--- src/sml_defines.vh ---
// constants of the serial motor loop command slave
`ifndef SML_DEFINES_VH
`define SML_DEFINES_VH
`define SML_CLK_NS 100
`define SML_LOOP_PERIOD_NS 10000000
`define SML_LOOP_CYCLES (`SML_LOOP_PERIOD_NS / `SML_CLK_NS)
`define SML_BAUD_DIV_RST 16'h0057
`define SML_LEAD_BYTE 8'hAA
`define SML_OLD_LEAD_BYTE 8'h80
`define SML_TARGET_CMD 3'h6
`define SML_TGT_LO_MASK 5'h1F
`define SML_TGT_HI_MASK 7'h7F
`define SML_READ_MIN 8'h81
`define SML_READ_MAX 8'hBF
`define SML_READ_LO_BASE 8'h81
`define SML_READ_TWO_BASE 8'hA1
`define SML_DUTY_FULL 16'h0258
`define SML_SPEED_OFFSET 16'h0800
`define SML_COUNT_MAX 16'hFFFF
`define SML_TARGET_RST 12'h000
`endif

--- src/sml_loop_slave.v ---
// command slave and loop variables of a closed loop motor controller
`include "sml_defines.vh"
module sml_loop_slave #(
   parameter LOOP_CYCLES = `SML_LOOP_CYCLES
) (
   input wire clk_sys,
   input wire rstn,
   input wire rxPin,
   input wire autoBaud,
   input wire [15:0] fixedBaudDiv,
   input wire [6:0] devNumber,
   input wire speedMode,
   input wire motorDriving,
   input wire currentOver,
   input wire resetOnSat,
   input wire [11:0] scaledFeedback,
   input wire [11:0] rawFeedback,
   input wire [7:0] currentReading,
   input wire signed [15:0] propTerm,
   input wire signed [15:0] derivTerm,
   input wire [14:0] integralLimit,
   input wire [9:0] maxDuty,
   input wire [9:0] maxAccel,
   input wire [7:0] brakeDuration,
   output wire txPin,
   output reg [11:0] targetValue,
   output reg signed [15:0] integral,
   output reg signed [15:0] dutyTarget,
   output reg signed [15:0] dutyApplied,
   output reg [15:0] periodCount,
   output reg fullForward,
   output reg fullReverse,
   output reg brakeCmd,
   output reg protocolError,
   output reg baudKnown
);
   localparam P_IDLE = 5'h01;
   localparam P_ADDR = 5'h02;
   localparam P_CMD = 5'h04;
   localparam P_DATA = 5'h08;
   localparam P_SKIP = 5'h10;
   wire [7:0] rxData;
   wire rxValid;
   wire txBusy;
   wire baudLocked;
   reg txStart;
   reg [7:0] txData;
   reg [4:0] pState;
   reg [4:0] targetLow;
   reg [15:0] rspBuf;
   reg [1:0] rspCount;
   reg [23:0] tickCnt;
   reg tick;
   reg [7:0] brakeCnt;
   reg [15:0] varVal;

   sml_uart uart (
      .clk_sys(clk_sys),
      .rstn(rstn),
      .rxPin(rxPin),
      .autoBaud(autoBaud),
      .fixedDiv(fixedBaudDiv),
      .txData(txData),
      .txStart(txStart),
      .rxData(rxData),
      .rxValid(rxValid),
      .frameErr(),
      .txPin(txPin),
      .txBusy(txBusy),
      .baudLocked(baudLocked)
   );

   // compact bytes already carry the top bit, addressed ones get it back
   wire [7:0] cmdByte = {1'b1, rxData[6:0]};
   wire isTarget = (cmdByte[7:5] == `SML_TARGET_CMD);
   wire isRead = (cmdByte >= `SML_READ_MIN) && (cmdByte <= `SML_READ_MAX);
   wire twoByte = (cmdByte >= `SML_READ_TWO_BASE);
   wire [7:0] varOff = twoByte ? cmdByte - `SML_READ_TWO_BASE :
      cmdByte - `SML_READ_LO_BASE;
   wire hiSel = varOff[0] & ~twoByte;

   always @* begin
      case (varOff[4:1])
         4'h0: varVal = {4'h0, targetValue};
         4'h1: varVal = {4'h0, targetValue};
         4'h2: varVal = {4'h0, rawFeedback};
         4'h3: varVal = {4'h0, scaledFeedback};
         4'h4: varVal = integral;
         4'h5: varVal = dutyTarget;
         4'h6: varVal = dutyApplied;
         4'h7: varVal = {8'h00, currentReading};
         4'h8: varVal = periodCount;
         default: varVal = 16'h0000;
      endcase
   end

   always @(posedge clk_sys or negedge rstn) begin
      if (!rstn) begin
         pState <= P_IDLE;
         targetLow <= 5'h00;
         targetValue <= `SML_TARGET_RST;
         rspBuf <= 16'h0000;
         rspCount <= 2'h0;
         txStart <= 1'b0;
         txData <= 8'h00;
         protocolError <= 1'b0;
         baudKnown <= 1'b0;
      end else begin
         txStart <= 1'b0;
         protocolError <= 1'b0;
         baudKnown <= baudLocked;
         // only answers queued by an accepted request ever reach the line
         if (rspCount != 2'h0 && !txBusy && !txStart) begin
            txData <= rspBuf[7:0];
            rspBuf <= {8'h00, rspBuf[15:8]};
            rspCount <= rspCount - 2'h1;
            txStart <= 1'b1;
         end else if (rxValid && (rxData[7] || pState == P_CMD)) begin
            if (rxData[7] && (pState == P_ADDR || pState == P_CMD ||
               pState == P_DATA)) begin
               protocolError <= 1'b1;
            end
            if (rxData[7] && rxData == `SML_LEAD_BYTE) begin
               pState <= P_ADDR;
            end else if (rxData == `SML_OLD_LEAD_BYTE && baudLocked) begin
               pState <= P_SKIP;
            end else if (isTarget) begin
               targetLow <= cmdByte[4:0] & `SML_TGT_LO_MASK;
               pState <= P_DATA;
            end else if (isRead) begin
               rspBuf <= hiSel ? {8'h00, varVal[15:8]} : varVal;
               rspCount <= twoByte ? 2'h2 : 2'h1;
               pState <= P_IDLE;
            end else begin
               protocolError <= 1'b1;
               pState <= P_IDLE;
            end
         end else if (rxValid) begin
            case (pState)
               P_ADDR: begin
                  pState <= (rxData[6:0] == devNumber) ? P_CMD : P_SKIP;
               end
               P_DATA: begin
                  targetValue <= {rxData[6:0] & `SML_TGT_HI_MASK, targetLow};
                  pState <= P_IDLE;
               end
               P_SKIP: begin
                  pState <= P_SKIP;
               end
               default: begin
                  protocolError <= 1'b1;
                  pState <= P_IDLE;
               end
            endcase
         end
      end
   end

   // loop arithmetic
   wire signed [12:0] loopErr = $signed({1'b0, scaledFeedback}) -
      $signed({1'b0, targetValue});
   wire signed [16:0] intSum = integral + loopErr;
   wire signed [16:0] intLim = $signed({2'b00, integralLimit});
   wire [16:0] propAbs = propTerm[15] ? 17'h00000 - {propTerm[15], propTerm} :
      {1'b0, propTerm};
   wire signed [17:0] pidSum = propTerm + integral + derivTerm;
   wire signed [15:0] pidSat = (pidSum > 18'sh07FFF) ? 16'sh7FFF :
      (pidSum < -18'sh08000) ? 16'sh8000 : pidSum[15:0];
   wire signed [15:0] speedTarget = {4'h0, targetValue} - `SML_SPEED_OFFSET;
   wire [15:0] dutyFull = `SML_DUTY_FULL;
   wire [9:0] dutyLim = (maxDuty > dutyFull[9:0]) ? dutyFull[9:0] : maxDuty;
   wire signed [15:0] limPos = {6'h00, dutyLim};
   wire signed [15:0] desired = (dutyTarget > limPos) ? limPos :
      (dutyTarget < -limPos) ? -limPos : dutyTarget;
   wire [15:0] desAbs = desired[15] ? 16'h0000 - desired : desired;
   wire [15:0] dutyAbs = dutyApplied[15] ? 16'h0000 - dutyApplied : dutyApplied;
   wire reversing = (dutyApplied != 16'h0000) &&
      (desired == 16'h0000 || desired[15] != dutyApplied[15]);
   wire stepOk = (maxAccel == 10'h000) ||
      (desAbs - dutyAbs <= {6'h00, maxAccel});
   wire signed [15:0] stepped = desired[15] ?
      dutyApplied - {6'h00, maxAccel} : dutyApplied + {6'h00, maxAccel};

   always @(posedge clk_sys or negedge rstn) begin
      if (!rstn) begin
         tickCnt <= 24'h000000;
         tick <= 1'b0;
         integral <= 16'h0000;
         dutyTarget <= 16'h0000;
         dutyApplied <= 16'h0000;
         periodCount <= 16'h0000;
         brakeCnt <= 8'h00;
         fullForward <= 1'b0;
         fullReverse <= 1'b0;
         brakeCmd <= 1'b1;
      end else begin
         tick <= (tickCnt == LOOP_CYCLES - 1);
         tickCnt <= (tickCnt == LOOP_CYCLES - 1) ? 24'h000000 :
            tickCnt + 24'h000001;
         fullForward <= dutyTarget >= $signed(`SML_DUTY_FULL);
         fullReverse <= dutyTarget <= -$signed(`SML_DUTY_FULL);
         brakeCmd <= (dutyTarget == 16'h0000);
         if (tick) begin
            periodCount <= (periodCount == `SML_COUNT_MAX) ? 16'h0000 :
               periodCount + 16'h0001;
            if (!motorDriving || (resetOnSat && propAbs > {7'h00, maxDuty})) begin
               integral <= 16'h0000;
            end else if (intSum > intLim) begin
               integral <= intLim[15:0];
            end else if (intSum < -intLim) begin
               integral <= -intLim[15:0];
            end else begin
               integral <= intSum[15:0];
            end
            dutyTarget <= speedMode ? speedTarget : pidSat;
            // applied duty follows the previous target, one period behind
            if (!motorDriving || currentOver) begin
               dutyApplied <= 16'h0000;
            end else if (brakeCnt != 8'h00) begin
               brakeCnt <= brakeCnt - 8'h01;
               dutyApplied <= 16'h0000;
            end else if (reversing) begin
               dutyApplied <= 16'h0000;
               brakeCnt <= brakeDuration;
            end else if (desAbs <= dutyAbs || stepOk) begin
               dutyApplied <= desired;
            end else begin
               dutyApplied <= stepped;
            end
         end
      end
   end
endmodule // sml_loop_slave

--- src/sml_uart.v ---
// serial receiver and transmitter with lead byte bit rate detection
`include "sml_defines.vh"
module sml_uart (
   input wire clk_sys,
   input wire rstn,
   input wire rxPin,
   input wire autoBaud,
   input wire [15:0] fixedDiv,
   input wire [7:0] txData,
   input wire txStart,
   output reg [7:0] rxData,
   output reg rxValid,
   output reg frameErr,
   output reg txPin,
   output reg txBusy,
   output reg baudLocked
);
   localparam R_IDLE = 5'h01;
   localparam R_MEAS = 5'h02;
   localparam R_SKIP = 5'h04;
   localparam R_DATA = 5'h08;
   localparam R_STOP = 5'h10;
   reg rxMeta;
   reg rxSync;
   reg rxPrev;
   reg [4:0] rxState;
   reg [19:0] rxCnt;
   reg [2:0] rxBit;
   reg [15:0] bitDiv;
   reg [9:0] txShift;
   reg [3:0] txBits;
   reg [15:0] txCnt;

   always @(posedge clk_sys or negedge rstn) begin
      if (!rstn) begin
         rxMeta <= 1'b1;
         rxSync <= 1'b1;
         rxPrev <= 1'b1;
         rxState <= R_IDLE;
         rxCnt <= 20'h00000;
         rxBit <= 3'h0;
         rxData <= 8'h00;
         rxValid <= 1'b0;
         frameErr <= 1'b0;
         bitDiv <= `SML_BAUD_DIV_RST;
         baudLocked <= 1'b0;
      end else begin
         rxMeta <= rxPin;
         rxSync <= rxMeta;
         rxPrev <= rxSync;
         rxValid <= 1'b0;
         frameErr <= 1'b0;
         if (!autoBaud) begin
            bitDiv <= fixedDiv;
            baudLocked <= 1'b1;
         end
         case (rxState)
            R_IDLE: begin
               if (rxPrev && !rxSync) begin
                  if (baudLocked || !autoBaud) begin
                     // first sample lands mid way through data bit 0
                     rxCnt <= {4'h0, bitDiv} + {5'h00, bitDiv[15:1]};
                     rxBit <= 3'h0;
                     rxState <= R_DATA;
                  end else begin
                     rxCnt <= 20'h00001;
                     rxState <= R_MEAS;
                  end
               end
            end
            R_MEAS: begin
               // start bit and bit 0 of the lead byte are both low: two bits
               if (rxSync) begin
                  bitDiv <= rxCnt[16:1];
                  baudLocked <= 1'b1;
                  // seven bits and half the stop bit remain: 3.75 pulses
                  rxCnt <= {rxCnt[17:0], 2'h0} - {2'h0, rxCnt[19:2]};
                  rxState <= R_SKIP;
               end else if (rxCnt[16]) begin
                  rxState <= R_IDLE;
               end else begin
                  rxCnt <= rxCnt + 20'h00001;
               end
            end
            R_SKIP: begin
               // rest of the lead byte is taken as read, up to its stop bit
               if (rxCnt == 20'h00000) begin
                  rxData <= `SML_LEAD_BYTE;
                  rxValid <= 1'b1;
                  rxState <= R_IDLE;
               end else begin
                  rxCnt <= rxCnt - 20'h00001;
               end
            end
            R_DATA: begin
               if (rxCnt == 20'h00000) begin
                  rxData <= {rxSync, rxData[7:1]};
                  rxCnt <= {4'h0, bitDiv - 16'h0001};
                  rxBit <= rxBit + 3'h1;
                  if (rxBit == 3'h7) begin
                     rxState <= R_STOP;
                  end
               end else begin
                  rxCnt <= rxCnt - 20'h00001;
               end
            end
            R_STOP: begin
               if (rxCnt == 20'h00000) begin
                  rxValid <= rxSync;
                  frameErr <= !rxSync;
                  rxState <= R_IDLE;
               end else begin
                  rxCnt <= rxCnt - 20'h00001;
               end
            end
            default: begin
               rxState <= R_IDLE;
            end
         endcase
      end
   end

   always @(posedge clk_sys or negedge rstn) begin
      if (!rstn) begin
         txPin <= 1'b1;
         txBusy <= 1'b0;
         txShift <= 10'h3FF;
         txBits <= 4'h0;
         txCnt <= 16'h0000;
      end else if (!txBusy) begin
         txPin <= 1'b1;
         if (txStart) begin
            txShift <= {1'b1, txData, 1'b0};
            txBits <= 4'h0;
            txCnt <= 16'h0000;
            txBusy <= 1'b1;
         end
      end else if (txCnt == 16'h0000) begin
         txPin <= txShift[0];
         txShift <= {1'b1, txShift[9:1]};
         txCnt <= bitDiv - 16'h0001;
         txBits <= txBits + 4'h1;
      end else if (txCnt == 16'h0001 && txBits == 4'hA) begin
         txBusy <= 1'b0;
         txCnt <= 16'h0000;
      end else begin
         txCnt <= txCnt - 16'h0001;
      end
   end
endmodule // sml_uart

--- config.mk ---
export PLATFORM = sky130hd
export DESIGN_NAME = sml_loop_slave
export DESIGN_NICKNAME = d
export VERILOG_FILES = /design/src/sml_loop_slave.v /design/src/sml_uart.v
export VERILOG_INCLUDE_DIRS = /design/src
export SDC_FILE = /design/constraint.sdc
export NUM_CORES = 1
export LEC_CHECK = 0
export BUFFER_PORTS_ARGS = -buffer_cell sky130_fd_sc_hd__buf_4
export CORE_MARGIN = 3
export CORE_UTILIZATION = 40
export CTS_BUF_LIST = sky130_fd_sc_hd__clkbuf_8 sky130_fd_sc_hd__clkbuf_16
export CTS_CLUSTER_SIZE = 8
export DETAILED_ROUTE_END_ITERATION = 10
export SYNTH_ARGS = -nofsm -noshare
export SYNTH_HDL_FRONTEND = slang
export SYNTH_SLANG_ARGS = --single-unit
--- constraint.sdc ---
create_clock -name clk_sys -period 8.9 [get_ports clk_sys]
set_input_delay 1.78 -clock clk_sys [delete_from_list [all_inputs] [get_ports clk_sys]]
set_output_delay 1.78 -clock clk_sys [all_outputs]
set_load 0.01 [all_outputs]
==> results.cfg <==
[outcome]
outcome = finished clean

[synthesis]
async_flop_share_pct = 100
syn_area_um2 = 22400
synth-adder-area-share_pct = 14.6
synth_edf_count = 0
synth_xor_area_share_pct = 8.28
syn-num-nets = 3083
post-synth-top-count-cell = nand2_1
synth_compound_gate_area_share_pct = 22.8
syn_area_per_cell_um2 = 8.31
ys.flop_type = dfrtp_1
synth_seq_cells = 239
synthMuxAreaShare_pct = 4.30
yosysTopAreaCell = dfrtp_1
yosysSeqAreaShare_pct = 26.8
synthTopCellsByCount = nand2_1 (273), ha_1 (227), dfrtp_1 (218)
synth_top_family_by_area = compound AO/OA/AOI/OAI gates
synthSimpleGateAreaFrac_pct = 18.1
yosysTopAreaCellShare_pct = 24.3
synthDistinctLibCells = 89
yosysWarningCount = 0
yosys-top-cells-area = dfrtp_1 (24%), ha_1 (13%), xnor2_1 (6.2%)
synthCells = 2696

[die]
die_area_um2 = 58900
core_area_um2 = 55300
start_util_pct = 40.5
row_count = 86
die_h_um = 243
die_w_um = 243
io_pins = 220

[cells_and_area]
fin_nets = 3370
fillCellCount = 5352
drive_above_1_share_pct = 17.5
design_area_um2 = 27200
area_growth_pct = 21.3

[placed_design]
dp_hpwl_mm = 60.9
place_ws_ps = -368
place.gp.congestion = 0.957
dpl_cell_area_um2 = 25400
portBuffers = 219

[power]
power.density_nw_per_um2 = 158
ir_drop_v = 0.000134
power_mw = 4.29
leakage_nw = 12.3

[cts]
cts_buffers = 37
cts_tree = yes
cts_sinks = 239
clock_path_buffers = 3
cts_htree_levels = 2
cts_root_buf = clkbuf_16
path_clk_slew_ps = 50
hold_buffers = 0
clkLatencyLatePin_ps = 550

[worst_setup_path]
cp-start-kind = primary input
critPathMaxFanout = 5
r2r_start = dutyTarget[15]
rrSetupSlack_ps = 2070
r2r_cells = 33
cp.required_ps = 9280
critPathArrivalTime_ps = 9010
rr_endpoint = dutyApplied[5]
critical_path.slowest_cell = or3_4
cp-end-kind = flop
slowest_delay_ps = 470
path_class = in -> reg

[run]
maxCapViolCount = 0

[grt]
antenna_found_initial = 1
grt_max_degree = 175
grt_pass1_wl_mm = 123
grtUsageTotal_pct = 25.9
grt_pass1_vias = 21964
grt_overflow = 0

[worst_hold_path]
min_to = uart.rxSync
min_from = uart.rxMeta
hold_path.class = reg -> reg
hold_depth = 0

[detailed_routing]
post-route-drc-count = 0
wire_per_inst_um = 21.1
drt_pass1_iterations = 6
drt_first_iter_violations = 1839
drt-vias-per-instance = 5.90
ant_nets = 0
via_count = 22178
wirelength_mm = 79.3

[sta]
period_needed_ps = 8640
holdWs_ps = 356
setup_ws_ps = 264
worst_pin_slew_ps = 1220
finClkSkew_ps = 26.0
slew_headroom_pct = 18.4
layout_worst_path_cycle_share_pct = 97.0
hold_violations = 0
max_freq_mhz = 116
drv_slew = 0
finalSetupViolCount = 0
fin_tns_setup_ps = 0
-- per-layer routing --
layer	GRT usage (%)	vias to the layer above	part of all wire [%]
li1	-	10402	-
met2	41.5	833	45
met1	35.3	10770	44
met3	4.02	173	7.0
met4	9.81	0	3.8
met5	0	-	0
-- power breakdown --
part           switching [mW]  leakage [nW]  internal [mW]  total [mW]
logic                   0.919          8.83          0.710        1.63
registers               0.126          2.85           1.14        1.27
clock network           0.537         0.652          0.854        1.39
total                    1.58          12.3           2.70        4.29
-- registers in the layout, indices dropped and copies added, names as in the netlist, 2 cells and up --
name	flops
uart.txCnt	16
periodCount	16
uart.rxBit	3
rspCount	2
uart.bitDiv	16
integral	16
uart.rxData	8
dutyApplied	16
pState	5
rspBuf	16
targetValue	12
txData	8
targetLow	5
uart.rxState	5
uart.txBits	4
uart.rxCnt	20
tickCnt	24
brakeCnt	8
uart.txShift	9
dutyTarget	16
-- worst max-delay path by stage --
stage / startpoint / endpoint / slack [ps]
after floorplan: maxDuty[9] / dutyApplied[5] / 10
after global placement: maxDuty[3] / dutyApplied[3] / -310
after detailed placement: maxDuty[3] / dutyApplied[0] / -370
after CTS: maxDuty[3] / dutyApplied[3] / 130
after global routing: maxDuty[2] / dutyApplied[2] / -110
final: maxDuty[2] / dutyApplied[5] / 260
-- through the flow --
stage	util, %	cells
2_1_floorplan	-	2696
3_3_place_gp	46.0	3663
3_5_place_dp	46.0	3663
4_1_cts	48.1	3731
5_1_grt	49.2	3761
6_report	49.2	3761
-- critical path: cells and delay by family --
family / cells / cell delay [ps]
muxes: 3 / 520
and+or+nand+nor: 10 / 2010
xor gates and xnor gates: 1 / 80
adders and majority gates: 5 / 1250
buffers and inverters: 9 / 1040
AOI/OAI and AO/OA: 14 / 2330
-- cell families (layout without fill, tap and decap cells) --
group | after synthesis | in the layout
buffers and inverters | 303 | 619
adder cells (fa/ha/maj) | 249 | 249
flip-flops | 239 | 239
AND/OR/NAND/NOR | 837 | 837
other | 0 | 1
multiplexers | 92 | 92
AO/OA/AOI/OAI | 764 | 764
XOR/XNOR | 212 | 212
-- cell usage in the layout, fill, tap and decap left out, drive strengths merged, types with 50 or more instances in the layout --
| cell | n |
|---|---|
| nor3 | 59 |
| o22ai | 60 |
| a21oi | 163 |
| inv | 223 |
| nand2 | 274 |
| xnor2 | 159 |
| buf | 350 |
| xor2 | 53 |
| mux2i | 64 |
| ha | 227 |
| nand3 | 64 |
| o21ai | 169 |
| nand4 | 50 |
| dfrtp | 218 |
| nor2 | 177 |
-- repair_timing --
item / CTS / global route
setup buffers: 0 / 29
resized for setup: 0 / 70
endpoints found under the setup margin: 0 / 16
-- cell type report --
cell class	count	area [um2]	share of cell area [%]
Sequential cell	239	6010	22.1
Tap cell	748	936	3.44
Clock buffer	44	1040	3.84
Multi-Input combinational cell	2154	15600	57.3
Inverter	201	754	2.77
Antenna cell	1	2.50	0.00920
Clock inverter	24	121	0.446
Timing Repair Buffer	350	2730	10.0
(Power assumes the default switching activity.)
